**config.mk**
```make
export PLATFORM = sky130hd
export DESIGN_NAME = vdram_ctl
export DESIGN_NICKNAME = d
export VERILOG_FILES = /design/src/shared/vdram_ctl_pkg.sv /design/src/design/vdram_ctl.sv
export SDC_FILE = /design/constraint.sdc
export NUM_CORES = 1
export LEC_CHECK = 0
export ABC_AREA = 1
export BUFFER_PORTS_ARGS = -buffer_cell sky130_fd_sc_hd__buf_2
export CAP_MARGIN = 30
export CORE_ASPECT_RATIO = 1.5
export CORE_MARGIN = 10
export CORE_UTILIZATION = 51
export DETAILED_ROUTE_END_ITERATION = 8
export PLACE_DENSITY = 0.8
export SLEW_MARGIN = 40
export SYNTH_ARGS = -nofsm -noshare
export SYNTH_HDL_FRONTEND = slang
export SYNTH_SLANG_ARGS = --single-unit
export TNS_END_PERCENT = 30
```
**constraint.sdc**
```tcl
create_clock -name CLK -period 2.1 [get_ports CLK]
set_input_delay 0.21 -clock CLK [delete_from_list [all_inputs] [get_ports CLK]]
set_output_delay 0.21 -clock CLK [all_outputs]
set_load 0.005 [all_outputs]
```
**src/shared/vdram_ctl_pkg.sv**
```systemverilog
// Constants, command codes and carrier types for the video DRAM random port controller.
// Assumes a single 50 MHz clock and an AXI4-Lite master on the software side.
// Behaviour
// RULE1 - Cycle type comes from strobe, enable and select levels at row and column fall.
// RULE2 - Masked write: select low at column fall; masked block write: select high.
// RULE3 - Register set: select high at column fall loads color, low loads write mask.
// RULE4 - Select high with mask/write low at row fall gives flash write.
// RULE5 - Transfer/output enable low at row fall starts a data transfer.
// RULE6 - Column strobe low at row fall starts refresh; select and mask pick variant.
// RULE7 - Option reset refresh sets all serial stop register bits to one.
// RULE8 - Old mask only after mask register load; new mask after option reset.
// RULE9 - Row strobe without column strobe only refreshes the row.
// RULE10 - Read: give addresses with strobes, then lower output enable; device drives data.
// RULE11 - Read data stays until strobes high, enable high or write enable low.
// RULE12 - For a read, enable high and select low at row fall, lowered afterwards.
// RULE13 - Extended-output page: data stays until the next column strobe fall.
// RULE14 - Unmasked write: mask/write high at row fall, low while strobes active.
// RULE15 - Early write: write enable low before column fall; data taken at column fall.
// RULE16 - Late write: data taken at write enable fall; output enable kept high.
// RULE17 - Read-modify-write: modified data driven only after output enable rises.
// RULE18 - Repeated column cycles under one row strobe access further columns.
// RULE19 - Write enable pulse after column rise floats data until next column cycle.
// RULE20 - Output enable high after column rise floats data until next column cycle.
// RULE21 - Flash write copies color register into all 512 columns, mask honoured.
// RULE22 - Block write fills four columns; data pins 0 to 3 select columns.
// RULE23 - Block write column pattern stands on pins at later of column or write fall.
// RULE24 - Mask bit one permits write of that data bit, zero leaves it.
// RULE25 - New-mask: mask on data pins at row fall; only high bits written.
// RULE26 - Device keeps a new/old mask selector set by option reset or mask load.
package vdram_ctl_pkg;
	// Register byte offsets.
	localparam logic [7:0] OFF_CMD    = 8'h00;
	localparam logic [7:0] OFF_ADDR   = 8'h04;
	localparam logic [7:0] OFF_WDATA  = 8'h08;
	localparam logic [7:0] OFF_STATUS = 8'h0C;
	localparam logic [7:0] OFF_RDATA  = 8'h10;
	// Command register fields.
	localparam int CMD_OP_LSB   = 0;
	localparam int CMD_MASK_BIT = 4;
	localparam int CMD_START    = 31;
	// Operation codes.
	localparam logic [3:0] OP_READ      = 4'h0;
	localparam logic [3:0] OP_WRITE     = 4'h1;
	localparam logic [3:0] OP_BLOCK     = 4'h2;
	localparam logic [3:0] OP_COLOR     = 4'h3;
	localparam logic [3:0] OP_MASKREG   = 4'h4;
	localparam logic [3:0] OP_FLASH     = 4'h5;
	localparam logic [3:0] OP_XFER_RD   = 4'h6;
	localparam logic [3:0] OP_XFER_WR   = 4'h7;
	localparam logic [3:0] OP_OPT_RESET = 4'h8;
	localparam logic [3:0] OP_REFRESH   = 4'h9;
	localparam logic [3:0] OP_STOP_SET  = 4'hA;
	localparam logic [3:0] OP_ROW_ONLY  = 4'hB;
	localparam logic [3:0] OP_SPLIT_RD  = 4'hC;
	localparam logic [3:0] OP_SPLIT_WR  = 4'hD;
	// Timing: each strobe phase lasts at least this long.
	localparam int PHASE_NS     = 60;
	localparam int CLK_NS       = 20;
	localparam int PHASE_CYCLES = (PHASE_NS + CLK_NS - 1) / CLK_NS;
	localparam logic [1:0] PHASE_LAST = 2'(PHASE_CYCLES - 1);
	localparam logic [7:0] RESP_OKAY   = 8'h00;
	localparam logic [1:0] RESP_SLVERR = 2'h2;
	localparam logic [1:0] RESP_OK     = 2'h0;

	typedef enum logic [2:0] {
		ST_IDLE  = 3'b000,
		ST_SETUP = 3'b001,
		ST_ROW   = 3'b011,
		ST_COL   = 3'b010,
		ST_DATA  = 3'b110,
		ST_DONE  = 3'b111
	} phase_t;

	// Pin group driven toward the memory.
	typedef struct packed {
		logic       ras_n;
		logic       cas_n;
		logic       transfer_output_enable_n;
		logic       mask_write_enable_n;
		logic       function_select;
		logic [8:0] addr;
	} strobes_t;
endpackage

```
**src/design/vdram_ctl.sv**
```systemverilog
// Host controller that sequences the random access port of a dual-port video DRAM.
// Assumes the memory pins are synchronous to CLK and software drives AXI4-Lite.
`timescale 1ns/10ps
module vdram_ctl (
	// Clock and reset
	input  wire logic                      CLK,
	input  wire logic                      SYS_RST,
	// AXI4-Lite slave
	input  wire logic [7:0]                S_AWADDR,
	input  wire logic                      S_AWVALID,
	output logic                           S_AWREADY,
	input  wire logic [31:0]               S_WDATA,
	input  wire logic [3:0]                S_WSTRB,
	input  wire logic                      S_WVALID,
	output logic                           S_WREADY,
	output logic [1:0]                     S_BRESP,
	output logic                           S_BVALID,
	input  wire logic                      S_BREADY,
	input  wire logic [7:0]                S_ARADDR,
	input  wire logic                      S_ARVALID,
	output logic                           S_ARREADY,
	output logic [31:0]                    S_RDATA,
	output logic [1:0]                     S_RRESP,
	output logic                           S_RVALID,
	input  wire logic                      S_RREADY,
	// Memory pins
	output vdram_ctl_pkg::strobes_t        PINS,
	output logic [7:0]                     MASK_DATA_PINS_O,
	output logic                           MASK_DATA_PINS_OE_N,
	input  wire logic [7:0]                MASK_DATA_PINS_I
);
	// ---------------------------------------------------------------
	// Register file
	// ---------------------------------------------------------------
	logic [3:0]  op, next_op;
	logic        use_mask, next_use_mask;
	logic [17:0] addr, next_addr;
	logic [7:0]  wdata, next_wdata;
	logic [7:0]  rdata, next_rdata;
	logic        busy, next_busy;
	logic        aw_hold, next_aw_hold, w_hold, next_w_hold;
	logic [7:0]  aw_addr, next_aw_addr;
	logic [31:0] w_data, next_w_data;
	logic        bvalid, next_bvalid, rvalid, next_rvalid;
	logic [1:0]  bresp, next_bresp, rresp, next_rresp;
	logic [31:0] rdat, next_rdat;
	logic        start;

	assign S_AWREADY = !aw_hold && !bvalid;
	assign S_WREADY  = !w_hold && !bvalid;
	assign S_ARREADY = !rvalid;
	assign S_BVALID  = bvalid;
	assign S_BRESP   = bresp;
	assign S_RVALID  = rvalid;
	assign S_RRESP   = rresp;
	assign S_RDATA   = rdat;

	always_comb begin
		logic [7:0]  wa;
		logic [31:0] wd;
		wa = aw_hold ? aw_addr : S_AWADDR;
		wd = w_hold ? w_data : S_WDATA;
		next_aw_hold = aw_hold;
		next_w_hold  = w_hold;
		next_aw_addr = aw_addr;
		next_w_data  = w_data;
		next_bvalid  = bvalid;
		next_bresp   = bresp;
		next_rvalid  = rvalid;
		next_rresp   = rresp;
		next_rdat    = rdat;
		next_op      = op;
		next_use_mask = use_mask;
		next_addr    = addr;
		next_wdata   = wdata;
		start        = 1'b0;
		if (S_AWVALID && S_AWREADY) begin
			next_aw_hold = 1'b1;
			next_aw_addr = S_AWADDR;
		end
		if (S_WVALID && S_WREADY) begin
			next_w_hold = 1'b1;
			next_w_data = S_WDATA;
		end
		if (next_aw_hold && next_w_hold && !bvalid) begin
			next_aw_hold = 1'b0;
			next_w_hold  = 1'b0;
			next_bvalid  = 1'b1;
			next_bresp   = vdram_ctl_pkg::RESP_OK;
			wa = next_aw_addr;
			wd = next_w_data;
			unique case (wa)
				vdram_ctl_pkg::OFF_CMD: begin
					if (S_WSTRB[0] && !busy) begin
						next_op       = wd[vdram_ctl_pkg::CMD_OP_LSB +: 4];
						next_use_mask = wd[vdram_ctl_pkg::CMD_MASK_BIT]; // [RULE8]
					end
					start = S_WSTRB[3] && wd[vdram_ctl_pkg::CMD_START] && !busy;
				end
				vdram_ctl_pkg::OFF_ADDR: begin
					if (S_WSTRB[0]) next_addr[7:0] = wd[7:0];
					if (S_WSTRB[1]) next_addr[15:8] = wd[15:8];
					if (S_WSTRB[2]) next_addr[17:16] = wd[17:16];
				end
				vdram_ctl_pkg::OFF_WDATA: begin
					if (S_WSTRB[0]) next_wdata = wd[7:0];
				end
				vdram_ctl_pkg::OFF_STATUS, vdram_ctl_pkg::OFF_RDATA: ;
				default: next_bresp = vdram_ctl_pkg::RESP_SLVERR;
			endcase
		end
		if (bvalid && S_BREADY) next_bvalid = 1'b0;
		if (S_ARVALID && S_ARREADY) begin
			next_rvalid = 1'b1;
			next_rresp  = vdram_ctl_pkg::RESP_OK;
			unique case (S_ARADDR)
				vdram_ctl_pkg::OFF_CMD:    next_rdat = {27'h0, use_mask, op};
				vdram_ctl_pkg::OFF_ADDR:   next_rdat = {14'h0, addr};
				vdram_ctl_pkg::OFF_WDATA:  next_rdat = {24'h0, wdata};
				vdram_ctl_pkg::OFF_STATUS: next_rdat = {31'h0, busy};
				vdram_ctl_pkg::OFF_RDATA:  next_rdat = {24'h0, rdata};
				default: begin
					next_rdat  = 32'h0;
					next_rresp = vdram_ctl_pkg::RESP_SLVERR;
				end
			endcase
		end else if (rvalid && S_RREADY) begin
			next_rvalid = 1'b0;
		end
	end

	always_ff @(posedge CLK) begin
		if (SYS_RST) begin
			aw_hold  <= 1'b0;
			w_hold   <= 1'b0;
			aw_addr  <= 8'h00;
			w_data   <= 32'h0;
			bvalid   <= 1'b0;
			bresp    <= 2'h0;
			rvalid   <= 1'b0;
			rresp    <= 2'h0;
			rdat     <= 32'h0;
			op       <= 4'h0;
			use_mask <= 1'b0;
			addr     <= 18'h0;
			wdata    <= 8'h00;
		end else begin
			aw_hold  <= next_aw_hold;
			w_hold   <= next_w_hold;
			aw_addr  <= next_aw_addr;
			w_data   <= next_w_data;
			bvalid   <= next_bvalid;
			bresp    <= next_bresp;
			rvalid   <= next_rvalid;
			rresp    <= next_rresp;
			rdat     <= next_rdat;
			op       <= next_op;
			use_mask <= next_use_mask;
			addr     <= next_addr;
			wdata    <= next_wdata;
		end
	end

	// ---------------------------------------------------------------
	// Strobe sequencer
	// ---------------------------------------------------------------
	// Levels at row fall for an opcode: column strobe, transfer/output enable, mask/write enable, select.
	// A read keeps the write enable high, or the column fall would be taken as a write.
	function automatic logic [3:0] row_levels(input logic [3:0] o, input logic m);
		unique case (o)
			vdram_ctl_pkg::OP_READ:      row_levels = 4'b1110;           // [RULE12]
			vdram_ctl_pkg::OP_WRITE:     row_levels = {2'b11, !m, 1'b0}; // [RULE2] [RULE14]
			vdram_ctl_pkg::OP_BLOCK:     row_levels = {2'b11, !m, 1'b0}; // [RULE2]
			vdram_ctl_pkg::OP_COLOR:     row_levels = 4'b1111;           // [RULE3]
			vdram_ctl_pkg::OP_MASKREG:   row_levels = 4'b1111;           // [RULE3]
			vdram_ctl_pkg::OP_FLASH:     row_levels = 4'b1101;           // [RULE4]
			vdram_ctl_pkg::OP_XFER_RD:   row_levels = 4'b1010;           // [RULE5]
			vdram_ctl_pkg::OP_SPLIT_RD:  row_levels = 4'b1011;           // [RULE5]
			vdram_ctl_pkg::OP_XFER_WR:   row_levels = 4'b1000;           // [RULE5]
			vdram_ctl_pkg::OP_SPLIT_WR:  row_levels = 4'b1001;           // [RULE5]
			vdram_ctl_pkg::OP_OPT_RESET: row_levels = 4'b0110;           // [RULE6] [RULE7]
			vdram_ctl_pkg::OP_REFRESH:   row_levels = 4'b0111;           // [RULE6]
			vdram_ctl_pkg::OP_STOP_SET:  row_levels = 4'b0101;           // [RULE6]
			default:                     row_levels = 4'b1110;           // [RULE9]
		endcase
	endfunction

	vdram_ctl_pkg::phase_t state, next_state;
	logic [1:0]  cnt, next_cnt;
	vdram_ctl_pkg::strobes_t pins, next_pins;
	logic [7:0]  dout, next_dout;
	logic        doe_n, next_doe_n;
	logic        has_col;

	assign has_col = (op != vdram_ctl_pkg::OP_ROW_ONLY) && (op != vdram_ctl_pkg::OP_OPT_RESET) &&
	                 (op != vdram_ctl_pkg::OP_REFRESH) && (op != vdram_ctl_pkg::OP_STOP_SET) &&
	                 (op != vdram_ctl_pkg::OP_FLASH);
	assign PINS                = pins;
	assign MASK_DATA_PINS_O    = dout;
	assign MASK_DATA_PINS_OE_N = doe_n;

	always_comb begin
		logic [3:0] lv;
		lv         = row_levels(op, use_mask);
		next_state = state;
		next_cnt   = (cnt == vdram_ctl_pkg::PHASE_LAST) ? 2'd0 : cnt + 2'd1;
		next_pins  = pins;
		next_dout  = dout;
		next_doe_n = doe_n;
		next_rdata = rdata;
		next_busy  = busy;
		unique case (state)
			vdram_ctl_pkg::ST_IDLE: begin
				next_cnt = 2'd0;
				if (start) begin
					next_busy  = 1'b1;
					next_state = vdram_ctl_pkg::ST_SETUP;
				end
			end
			vdram_ctl_pkg::ST_SETUP: begin
				// Row address and row-fall levels settle before the row strobe drops.
				next_pins.addr   = addr[17:9];
				next_pins.cas_n  = lv[3];
				next_pins.transfer_output_enable_n = lv[2];
				next_pins.mask_write_enable_n      = lv[1];
				next_pins.function_select          = lv[0];
				next_dout        = wdata;
				next_doe_n       = !(use_mask && op != vdram_ctl_pkg::OP_READ && lv[3]); // [RULE25]
				if (cnt == vdram_ctl_pkg::PHASE_LAST) next_state = vdram_ctl_pkg::ST_ROW;
			end
			vdram_ctl_pkg::ST_ROW: begin
				next_pins.ras_n = 1'b0; // [RULE1]
				if (cnt == vdram_ctl_pkg::PHASE_LAST) begin
					next_doe_n       = 1'b1;
					next_pins.addr   = addr[8:0];
					next_pins.transfer_output_enable_n = 1'b1; // [RULE16]
					next_pins.function_select = (op == vdram_ctl_pkg::OP_BLOCK) || // [RULE1]
					                            (op == vdram_ctl_pkg::OP_COLOR);
					if (op == vdram_ctl_pkg::OP_WRITE || op == vdram_ctl_pkg::OP_BLOCK) begin
						next_pins.mask_write_enable_n = 1'b0; // [RULE15]
						next_dout  = (op == vdram_ctl_pkg::OP_BLOCK) ? {4'h0, wdata[3:0]} : wdata; // [RULE22] [RULE23]
						next_doe_n = 1'b0; // [RULE17]
					end else if (op == vdram_ctl_pkg::OP_COLOR || op == vdram_ctl_pkg::OP_MASKREG) begin
						next_dout  = wdata;
						next_doe_n = 1'b0;
					end
					next_state = has_col ? vdram_ctl_pkg::ST_COL : vdram_ctl_pkg::ST_DONE; // [RULE9]
				end
			end
			vdram_ctl_pkg::ST_COL: begin
				next_pins.cas_n = 1'b0;
				if (op == vdram_ctl_pkg::OP_READ) next_pins.transfer_output_enable_n = 1'b0; // [RULE10]
				if (cnt == vdram_ctl_pkg::PHASE_LAST) next_state = vdram_ctl_pkg::ST_DATA;
			end
			vdram_ctl_pkg::ST_DATA: begin
				if (op == vdram_ctl_pkg::OP_READ) next_rdata = MASK_DATA_PINS_I; // [RULE11]
				// Precharge then lasts a full phase.
				next_cnt   = 2'd0;
				next_state = vdram_ctl_pkg::ST_DONE;
			end
			vdram_ctl_pkg::ST_DONE: begin
				next_pins.ras_n  = 1'b1;
				next_pins.cas_n  = 1'b1;
				next_pins.transfer_output_enable_n = 1'b1;
				next_pins.mask_write_enable_n      = 1'b1;
				next_doe_n       = 1'b1;
				if (cnt == vdram_ctl_pkg::PHASE_LAST) begin
					next_busy  = 1'b0;
					next_state = vdram_ctl_pkg::ST_IDLE;
				end
			end
			default: next_state = vdram_ctl_pkg::ST_IDLE;
		endcase
	end

	always_ff @(posedge CLK) begin
		if (SYS_RST) begin
			state <= vdram_ctl_pkg::ST_IDLE;
			cnt   <= 2'd0;
			pins  <= '{ras_n: 1'b1, cas_n: 1'b1, transfer_output_enable_n: 1'b1,
			           mask_write_enable_n: 1'b1, function_select: 1'b0, addr: 9'h000};
			dout  <= 8'h00;
			doe_n <= 1'b1;
			rdata <= 8'h00;
			busy  <= 1'b0;
		end else begin
			state <= next_state;
			cnt   <= next_cnt;
			pins  <= next_pins;
			dout  <= next_dout;
			doe_n <= next_doe_n;
			rdata <= next_rdata;
			busy  <= next_busy;
		end
	end
endmodule

```
; ---- Word-level counts from Yosys, hierarchy flattened
; Index checks and enable logic that the tools add are counted.
[totals]
latch_bits = 0
memories = 0
ramBits = 0
regBits = 148
mem_bits_ro = 0
[op_classes]
n_bitwise = 0
n_mul = 0
muxes = 39
shift = 0
add_sub_neg = 1
n_eq_ne = 39
magnitude_cmp = 0
n_reduce_logical = 60
n_div = 0
[ops]
columns = op, n
row1 = $pmux 18 s5, 1
row2 = $mux 8, 5
row3 = $pmux 4 s10, 1
row4 = $eq 8x4->1 const B, 4
row5 = $mux 32, 1
row6 = $reduce_and 3->1, 9
row7 = $eq 4x4->1 const B, 5
row8 = $pmux 10 s2, 1
row9 = $logic_and 1x1->1, 18
row10 = $mux 3, 6
row11 = $pmux 3 s6, 1
row12 = $eq 4x3->1 const B, 4
row13 = $eq 8x3->1 const B, 2
row14 = $eq 8x5->1 const B, 2
row15 = $logic_not 8->1, 2
row16 = $ne 4x4->1 const B, 4
row17 = $pmux 8 s2, 1
row18 = $ne 2x2->1 const B, 7
row19 = $mux 1, 13
row20 = $mux 12, 1
row21 = $reduce_or 5->1, 2
row22 = $pmux 1 s3, 3
row23 = $eq 4x2->1 const B, 2
row24 = $reduce_bool 2->1, 4
row25 = other kinds (21), 40

; ---- Logic depth before layout (Yosys ltp)
; Gate-level depths: netlist of run 1.
[depth]
word_depth = 10
depth_mapped = 13
ltp_nobuf = 12

; ---- Worst setup path after synthesis of run 1
; OpenSTA, ideal clock, no wires.
[synth_timing]
path_kind = register -> register
from = register bvalid, in the netlist S_BVALID
to = register wdata[5]
path_slack_ns = 0.439
stages_incl_launch_ff = 10
synth_period_minus_slack_ns = 1.661
path_buffers = 1
arrival_ns = 1.542
t_required_ns = 1.981
setup_time_ns = 0.119
cell_sequence = dfxtp_1 -> nor2_2 -> nand2_2 -> nand2_1 -> nand3_4 -> nor2_8 -> nand4_2 -> buf_2 -> o21ai_1 -> a21oi_1
[synth_via]
elab_chain_cells = 7
word_cells_on_any_way = 13
classes_between = 1 x eq/ne / 4 x mux / 8 x reduce/logical
[synth_lines]
columns = element, line_no
row1 = from (decl), vdram_ctl.sv:44  ; logic bvalid, next_bvalid, rvalid, next_rvalid;
row2 = from (signal assigned), vdram_ctl.sv:152  ; bvalid <= next_bvalid;
row3 = $logic_not 1->1 (*), vdram_ctl.sv:50  ; assign S_WREADY = !w_hold && !bvalid;
row4 = $logic_and 1x1->1 (*), vdram_ctl.sv:50
row5 = named net S_WREADY, vdram_ctl.sv:15  ; output logic S_WREADY,
row6 = $logic_and 1x1->1 (*), vdram_ctl.sv:81  ; if (S_WVALID && S_WREADY) begin
row7 = $mux 1, vdram_ctl.sv:81
row8 = $logic_and 1x1->1 (2 in series), vdram_ctl.sv:85  ; if (next_aw_hold && next_w_hold && !bvalid) begin
row9 = $reduce_and 3->1 (no source line), n/a
row10 = to (signal assigned), vdram_ctl.sv:160  ; wdata <= next_wdata;
row11 = to (decl), vdram_ctl.sv:38  ; logic [7:0] wdata, next_wdata;
; Mark *: on every way through the listed nets, which the timed path passes. The rest lies on a longest branch.
; A chain may end at the register's enable or synchronous reset.

; ---- Worst setup path after layout of run 1
[layout_timing]
from = register state[0]
to = register dout[6], in the netlist MASK_DATA_PINS_O[6]
[layout_via]
elab_chain_cells = 3
word_cells_on_any_way = 7
classes_between = 4 x eq/ne / 1 x mux / 2 x reduce/logical
[layout_lines]
columns = element, line_no
row1 = from (decl), vdram_ctl.sv:188  ; vdram_ctl_pkg::phase_t state, next_state;
row2 = from (signal assigned), vdram_ctl.sv:278  ; state <= vdram_ctl_pkg::ST_IDLE;
row3 = from (signal assigned), vdram_ctl.sv:287  ; state <= next_state;
row4 = $eq 3x2->1 or $eq 3x1->1 (tied branches), vdram_ctl.sv:212  ; unique case (state)
row5 = "$ne 3x3->1 (no source line), or another cell as far along", n/a
row6 = $reduce_and 3->1 (no source line), n/a
row7 = to (signal assigned), vdram_ctl.sv:290  ; dout <= next_dout;
row8 = to (decl), vdram_ctl.sv:191  ; logic [7:0] dout, next_dout;
; Several ways; a longest one is shown, not always the timed one.

==> qor.csv, run 1 <==
metric,value,unit
antenna_found_initial,0,
clockBufferDepth,2,
syn_area_per_cell,7.06,µm²
port_buffers,101,
ys_top_cells_by_area,"dfxtp_1 (44%), nand2_1 (13%), inv_1 (6.7%), a21oi_1 (6.2%), nor2_1 (5.0%)",
synthSimpleGateAreaFrac,29.5,%
final_area,6610,µm²
finalMaxSlewViolations,0,
multiInputGateArea,2450,µm²
final_core_util,63.1,%
hp-class,input port to flop,
cpMaxStageDelayCell,dfxtp_1,
ir_drop,670,µV
tritoncts,yes,
drive_gt1_share,19.3,%
finalNetCount,939,
ys_ff_latch,119,
cp.required,2.36,ns
netlist-cell-type-count,41,
crit_buf_inv,1,
final-setup-viol-count,0,
cts_buffers,17,
cts.sinks,119,
cts.clk_slew.worst_paths,0.06,ns
place_worst_setup_slack,0.182,ns
p_leak,3.04,nW
synth_area,5410,µm²
synth.area.mux_share,0.370,%
remaining_drc_errors,0,
critPathKind,flop to flop,
endpoint_kind,flop,
grt_pass1_wl,24800,µm
dpl-instance-area,6020,µm²
clockRootBuffer,clkbuf_16,
cpPeakStageDelay,0.41,ns
ios,131,
drv_cap,0,
avgViaCountPerCell,5.12,
cp_max_fo,5,
drt_wl_total,14900,µm
grt_pass1_vias,5224,
yosys.area.top_type,dfxtp_1,
synthFlopType,dfxtp_1,
dr.pass1.iters,8,
fin_skew,0.00827,ns
status,"finished, final reports clean",
ys_seq_area_share,44.0,%
grt_max_degree,75,
hpwlAfterDp,10700,µm
maxSlewHeadroom,48.4,%
fin_crit,1.85,ns
grt_usage,19.8,%
synth_compound_area_share,14.0,%
die_w,104,µm
synthXorXnorAreaFrac,0,%
synth_top_area_share,44.0,%
path_cells,"nand2_1, nor2_1, inv_1, nor3_1, nand2_1, nand3_1, a21oi_1",
dieArea,15200,µm²
crit_top_cell,nand2_1,
rsz0062_at_grt,false,
tns,0,ns
synth_top_family_by_area,simple AND/OR/NAND/NOR gates,
timing.final.crit_share,88.1,%
cp_data_arrival_time,2.11,ns
ys_warn_count,0,
synth_common_cells,"nand2_1 (181), dfxtp_1 (119), inv_1 (97)",
nFillCells,993,
synth-edff-count,0,
die_h,146,µm
hold_ws,0.0342,ns
htree_levels,4,
drtAntennaViolNets,0,
synth-async-reset-ratio,0,%
timing.fmax,541,MHz
core,10500,µm²
post-cts-setup-buffers,0,
synth.most_common_cell,nand2_1,
overflow,0,
drtIter0Drc,387,
power.density,1060,nW/µm²
critical-path-top-delay-family,simple AND/OR/NAND/NOR gates,
syn_inst,766,
placementRows,46,
syn2layout_area_growth,22.2,%
hold_viol,0,
worst_slew_pin_slew,0.774,ns
wl_per_cell,14.5,µm
synth-adder-area-share,0.231,%
gp_congestion,0.979,
finalWorstSetupSlack,0.250,ns
regArea,2380,µm²
clkLatencyLatePin,0.41,ns
start_kind,flop,
num_vias,5257,
start_util,51.6,%
diodes,0,
-- placed cells by master (no fill, tap or decap), types with 2 or more instances in the layout --
master	synthesis	layout
inv_1	97	97
buf_4	17	15
nor2_8	2	2
conb_1	1	16
clkinv_2	0	7
dfxtp_1	119	118
nand3b_1	8	8
o22ai_1	3	3
clkbuf_16	0	17
a31oi_1	10	10
o21ai_1	2	2
nor2_2	3	4
o211ai_1	4	4
bufinv_16	0	3
nor2_1	72	72
nand3_1	33	33
nor3_1	2	2
nand2_4	2	2
a21oi_1	67	67
nand4_1	30	30
mux2i_1	2	2
clkbuf_1	20	3
nand3_2	2	2
clkinv_1	2	2
o21ai_0	54	54
nand2_2	7	7
buf_2	7	101
inv_2	2	2
nand2_1	181	181
-- registers in the layout (all words and copies together) (netlist names) --
register and count:
PINS 14, w_data 19, MASK_DATA_PINS_OE_N 1, S_BRESP 1, rdata 8, S_RRESP 1
busy 1, S_RDATA 18, addr 18, state 3, S_BVALID 1, aw_hold 1
w_hold 1, op 4, cnt 2, MASK_DATA_PINS_O 8, S_RVALID 1, use_mask 1
wdata 8, aw_addr 8
-- area by class of cell --
class / instances / area share, %
flip-flops and latches: 119 / 36.1
repair buffers: 118 / 9.80
inverters: 101 / 5.73
clock buffers: 20 / 6.60
clock inverters: 11 / 2.01
well taps: 144 / 2.73
multi-input cells: 514 / 37.1
-- cells by family after synthesis --
logic type                 count (synthesis)
and+or+nand+nor                          350
buffers and inverters                    149
AOI/OAI and AO/OA                        144
DFF                                      119
muxes                                      2
adders and majority gates                  1
other                                      1
-- per-stage QoR --
stage / total power, W / instances
after floorplan: 0.00375 / 781
after global placement: 0.00420 / 994
after detailed placement: 0.00424 / 994
after CTS: 0.00705 / 1026
after global routing: 0.00742 / 1027
final: 0.00702 / 1027
-- repair_timing --
item	in CTS	in global routing
resized for setup	0	2
hold buffers	1	0
endpoints found under the setup margin	0	17
hold endpoints to repair	1	0
-- power breakdown --
group	internal, W	switching [W]
registers	0.00254	0.000135
logic	0.000552	0.000983
clock network	0.00184	0.000979
total	0.00493	0.00210
-- worst paths after layout --
| path | startpoint | endpoint | slack, ns | cells after the start |
|---|---|---|---|---|
| worst max-delay path | state[0] | MASK_DATA_PINS_O[6] | 0.25 | 7 |
| worst min-delay path | MASK_DATA_PINS_I[0] | rdata[0] | 0.03 | 3 |
| worst max register to register | state[0] | MASK_DATA_PINS_O[6] | 0.25 | 7 |
| worst min register to register | cnt[0] | cnt[0] | 0.41 | 1 |
-- worst reg2reg max path: cells and delay by family (launching register included) --
family                 cells  cell delay [ns]
AND/OR/NAND/NOR            5             1.11
flip-flops                 1             0.41
buffers and inverters      1             0.11
AO/OA/AOI/OAI              1             0.09
-- metal layers --
layer  routed length, µm  GRT usage, %
met4                 599          10.6
met2                7680          35.2
met3                1040          6.78
met1                5560          20.0
met5                   0             0
Note: power is estimated with default switching activity, not from simulation.
==> run 2: changes to the inputs <==
Settings changed: CELL_PAD_IN_SITES_DETAIL_PLACEMENT set to 0, CELL_PAD_IN_SITES_GLOBAL_PLACEMENT set to 1, CORE_UTILIZATION 51 to 38, PLACE_DENSITY 0.8 to 0.83.
==> run 2 against run 1 <==
Against the previous run:
- sequential share of layout area fell by 0.57 points
- sequential power hardly changed
- power increased by 1.9%
- first-iteration DRC count fell by 31%
- worst setup slack got worse by 0.041 ns
- non-clock buffer count grew 1
- clock power increased by 4%
- sequential cell count unchanged
- largest cell class unchanged
- highest routed layer unchanged
==> qor.csv, run 2 (synthesis gave the netlist of run 1 again) <==
metric,value,unit,change
gp_congestion,0.869,,-11%
startpoint,S_BVALID,,
clkLatencyLatePin,0.41,ns,about the same
r2r_end,wdata[0],,
grt_usage,15.9,%,-4.0 points
largest_reg_flops,19,,unchanged
timing.fmax,529,MHz,-2.2%
diodes,0,,unchanged
placementRows,53,,+15%
grt_pass1_wl,25400,µm,+2.7%
fin_crit,1.89,ns,+0.0413 ns
drtIter0Drc,268,,-31%
holdCritStartpoint,S_BREADY,,
ios,131,,unchanged
hold_viol,0,,unchanged
cp_data_arrival_time,2.22,ns,+0.11 ns
tritoncts,yes,,
grt_max_degree,75,,unchanged
drtAntennaViolNets,0,,unchanged
regMostFlops,w_data,,
p_sw_share,29.6,%,-0.27 points
timing.final.crit_share,90.0,%,+2.0 points
clkPwrFrac,41.0,%,+0.9 points
dpl-instance-area,6110,µm²,+1.5%
overflow,0,,unchanged
clockBufferDepth,2,,unchanged
combPwrFrac,21.6,%,-0.3 points
port_buffers,101,,unchanged
avgViaCountPerCell,4.75,,-7.1%
die_h,166,µm,+14%
wl_per_cell,14.4,µm,-0.82%
finalMaxSlewViolations,0,,unchanged
cts.sinks,119,,unchanged
layout_commonest_cell,nand2_1,,
final-setup-viol-count,0,,unchanged
r2r_slack,0.21,ns,-0.04 ns
rsz0062_at_grt,false,,
p_seq_share,37.3,%,-0.7 points
p_leak,3.06,nW,+0.50%
die_w,117,µm,+13%
core,14000,µm²,+34%
final_area,6710,µm²,+1.6%
syn2layout_area_growth,24.1,%,
drt_wl_total,15500,µm,+3.9%
dr_wl_met2,8190,µm,+6.5%
drive_gt1_share,19.2,%,-0.022 points
power.density,1070,nW/µm²,+0.33%
tns,0,ns,unchanged
start_util,38.7,%,-13 points
ir_drop,486,µV,-27%
clockRootBuffer,clkbuf_16,,
route.met3.wl,753,µm,-27%
remaining_drc_errors,0,,unchanged
htree_levels,4,,unchanged
p_int,0.00504,W,+2.3%
drv_cap,0,,unchanged
start_kind,flop,,
dieArea,19500,µm²,+28%
antenna_found_initial,0,,unchanged
ff2ff_path_depth,8,,+1
cts_buffers,17,,unchanged
num_vias,5115,,-2.7%
grt_pass1_vias,5205,,-0.36%
met1Wirelength,6110,µm,+9.9%
status,"finished, final reports clean",,
hold_path_end,S_BVALID,,
final_cell_mix,"nand2_1 (181), dfxtp_1 (119), buf_2 (101), inv_1 (97), nor2_1 (72)",,
whs_path_depth,2,,-1
r2r-start,S_BVALID,,
fin_skew,0.00741,ns,-0.000856 ns
dr.pass1.iters,4,,-4
hpwlAfterDp,11700,µm,+9.3%
cp.required,2.43,ns,+0.07 ns
critPathKind,flop to flop,,
cts.clk_slew.worst_paths,0.05,ns,about the same
topRoutingLayerUsed,met4,,
switchingPower,0.00212,W,+0.96%
cp_max_fo,13,,+8
finalNetCount,939,,unchanged
hp-class,input port to flop,,
endpoint_kind,flop,,
[run 2: final cells by class]
class,instances,area [µm²]
fillers,1459,7280
well taps,192,240
clock inverters,8,120
flip-flops and latches,119,2380
multi-input cells,513,2440
clock buffers,24,482
repair buffers,119,666
inverters,101,379
[run 2: worst max path at each step]
stage / slack, ns / to / cells after the start
global placement: 0.17 / op[3] / 9
global route: 0.006 / wdata[6] / 8
floorplan: 0.44 / wdata[5] / 9
CTS: 0.13 / op[2] / 10
detailed placement: 0.16 / op[2] / 10
finish: 0.21 / wdata[0] / 8
[run 2: worst max-delay path: stages, from the launching register on]
cell,delay [ns]
dfxtp_1,0.37
nor2_4,0.25
nand2_4,0.14
nand2_2,0.11
nand3_4,0.14
nor2_8,0.12
nand4_2,0.27
buf_4,0.26
a21oi_1,0.14
[run 2: power by group through the flow]
stage | Clock [W] | Sequential [W] | Combinational (W)
6_report | 0.00294 | 0.00267 | 0.00155
3_3_place_gp | 0 | 0.00271 | 0.00154
4_1_cts | 0.00298 | 0.00267 | 0.00157
2_1_floorplan | 0 | 0.00270 | 0.00105
5_1_grt | 0.00308 | 0.00270 | 0.00180
3_5_place_dp | 0 | 0.00272 | 0.00156
[run 2: repair_timing]
action	CTS	global route
hold buffers	0	0
gates resized for setup	0	1
setup buffers	0	0
endpoints found under the setup margin	0	13
[run 2: metrics by stage]
stage          instances  total power, W  utilization (%)  setup WS [ns]  hold slack (ns)
4_1_cts             1076         0.00722             48.0          0.133          0.00470
3_5_place_dp        1044         0.00428             43.7          0.162            0.407
2_1_floorplan        781         0.00375                -          0.439            0.324
3_3_place_gp        1044         0.00425             43.7          0.170            0.403
5_1_grt             1076         0.00758             48.0        0.00596          0.00956
6_report            1076         0.00716             48.0          0.209           0.0156
[run 2: routing by layer]
layer,track usage (%),up-vias
li1,-,2669
met4,6.99,0
met5,0,-
met3,4.66,29
met1,16.2,2305
met2,29.0,112
==> run 3: changes to the inputs <==
Settings changed: BUFFER_PORTS_ARGS -buffer_cell sky130_fd_sc_hd__buf_2 to unset, CORE_UTILIZATION 38 to 44, DONT_BUFFER_PORTS set to 1, PLACE_DENSITY 0.83 to 0.81.
==> run 3 against run 2 <==
Against the previous run:
- global-route usage grew 1.8 points
- die area decreased by 12%
- design area fell by 5.4%
- clock power is 2% lower
- non-clock buffer count is 82 lower
- largest power group unchanged
- highest routed layer unchanged
==> qor.csv, run 3 (synthesis gave the netlist of run 1 again) <==
metric,value,unit,change
critPathKind,flop to flop,,
timing.fmax,530,MHz,+0.17%
dpl.cell_count,904,,-13%
num_vias,4870,,-4.8%
fin_skew,0.0141,ns,+0.00666 ns
syn2layout_area_growth,17.4,%,
core,12000,µm²,-14%
place_worst_setup_slack,0.0798,ns,-0.0823 ns
status,"finished, final reports clean",,
crit_buf_inv,0,,-1
r2r-start,aw_hold,,
clockRootBuffer,clkbuf_16,,
placementRows,49,,-7.5%
die_w,111,µm,-5.9%
cp_data_arrival_time,2.17,ns,-0.05 ns
whs_path_depth,2,,unchanged
ios,131,,unchanged
grt_pass1_vias,4958,,-4.7%
die_h,156,µm,-6.2%
worst_slew_pin_slew,0.534,ns,
clockBufferDepth,2,,unchanged
drv_cap,0,,unchanged
final_core_util,52.9,%,+4.9 points
clkLatencyLatePin,0.42,ns,about the same
drtIter0Drc,304,,+13%
cpPeakStageDelay,0.36,ns,about the same
drt_wl_total,15400,µm,-0.12%
crit_top_cell,nand2_1,,
endpoint_kind,flop,,
wl_per_cell,16.2,µm,+12%
hold_path_end,rdata[7],,
p_leak,2.69,nW,-12%
diodes,0,,unchanged
cp_max_fo,6,,-7
cts.clk_slew.worst_paths,0.06,ns,about the same
grt_usage,17.7,%,+1.8 points
drive_gt1_share,9.46,%,-9.8 points
drtAntennaViolNets,0,,unchanged
grt_max_degree,75,,unchanged
route.met3.wl,834,µm,+11%
met1Wirelength,5930,µm,-3.0%
fin_cells,956,,-11%
avgViaCountPerCell,5.09,,+7.2%
ir_drop,581,µV,+19%
dpl-instance-area,5530,µm²,-9.5%
htree_levels,4,,unchanged
port_buffers,0,,-100%
maxSlewHeadroom,64.0,%,
critical-path-top-delay-family,simple AND/OR/NAND/NOR gates,,
cts_buffers,17,,unchanged
dieArea,17200,µm²,-12%
path_cells,"nor2_2, nand3_1, nand2_1, nand2_1, nor2_1, and2_1, nand3_2, nand2_1, a21oi_1",,
cts.sinks,119,,unchanged
hp-class,input port to flop,,
overflow,0,,unchanged
power.density,1100,nW/µm²,+3.2%
regMostFlops,w_data,,
start_kind,flop,,
largest_reg_flops,19,,unchanged
start_util,45.0,%,+6.4 points
hpwlAfterDp,11600,µm,-0.71%
ff2ff_path_depth,9,,+1
dr_wl_met2,8220,µm,+0.45%
cpMaxStageDelayCell,dfxtp_1,,
cp.required,2.38,ns,-0.05 ns
dr.pass1.iters,7,,+3
final_area,6350,µm²,-5.4%
tritoncts,yes,,
hold_viol,0,,unchanged
timing.final.crit_share,89.9,%,-0.15 points
finalNetCount,858,,-8.6%
fin_crit,1.89,ns,-0.00318 ns
layout_commonest_cell,nand2_1,,
remaining_drc_errors,0,,unchanged
topRoutingLayerUsed,met4,,
holdCritStartpoint,MASK_DATA_PINS_I[7],,
antenna_found_initial,0,,unchanged
r2r_slack,0.21,ns,about the same
finalWorstSetupSlack,0.212,ns,+0.00318 ns
finalMaxSlewViolations,0,,unchanged
final-setup-viol-count,0,,unchanged
grt_pass1_wl,25000,µm,-1.4%
r2r_end,op[3],,
final_cell_mix,"nand2_1 (181), dfxtp_1 (118), inv_1 (97), nor2_1 (72), a21oi_1 (67)",,
gp_congestion,0.904,,+4.0%
run 3: per-stage QoR:
stage	hold slack, ns	TNS (ns)	total power [W]
2_1_floorplan	0.324	0	0.00375
3_3_place_gp	0.292	0	0.00403
3_5_place_dp	0.293	0	0.00407
4_1_cts	0.000366	0	0.00702
5_1_grt	0.0102	-0.00819	0.00739
6_report	0.00523	0	0.00699
run 3: how the worst max path moves through the flow:
| stage | startpoint | to | slack (ns) | depth (start not counted) |
|---|---|---|---|---|
| after floorplan | S_BVALID | wdata[5] | 0.44 | 9 |
| after global placement | S_BVALID | op[3] | 0.12 | 9 |
| after detailed placement | S_BVALID | wdata[5] | 0.08 | 8 |
| after CTS | S_BVALID | op[3] | 0.05 | 9 |
| after global routing | S_BVALID | state[1] | -0.008 | 11 |
| final | aw_hold | op[3] | 0.21 | 9 |
run 3: layout make-up:
type,instances,area [µm²]
clock inverter,15,166
multi-input combinational,514,2460
sequential,119,2380
clock buffer,17,425
timing repair buffer,37,343
tap,153,191
inverter,101,379
fill,1242,5660
run 3: what timing repair did:
action,in CTS,in global routing
setup endpoints to repair,0,32
setup buffers,0,0
hold buffers,19,0
endpoints found under the hold margin,83,0
gates resized for setup,0,5
run 3: layer usage:
layer / global-route usage (%) / vias to the layer above
met2: 33.0 / 102
met1: 17.4 / 2236
li1: - / 2504
met5: 0 / -
met3: 5.74 / 28
met4: 7.96 / 0
run 3: where the power goes:
part | total, W | switching (W) | internal, W
combinational | 0.00136 | 0.000916 | 0.000447
clock | 0.00289 | 0.00112 | 0.00177
sequential | 0.00274 | 0.000202 | 0.00254
run 3: worst register-to-register path, stage by stage (launching register included):
cell	delay (ns)
dfxtp_1	0.36
nor2_2	0.25
nand3_1	0.10
nand2_1	0.09
nand2_1	0.10
nor2_1	0.23
and2_1	0.31
nand3_2	0.16
nand2_1	0.09
a21oi_1	0.06
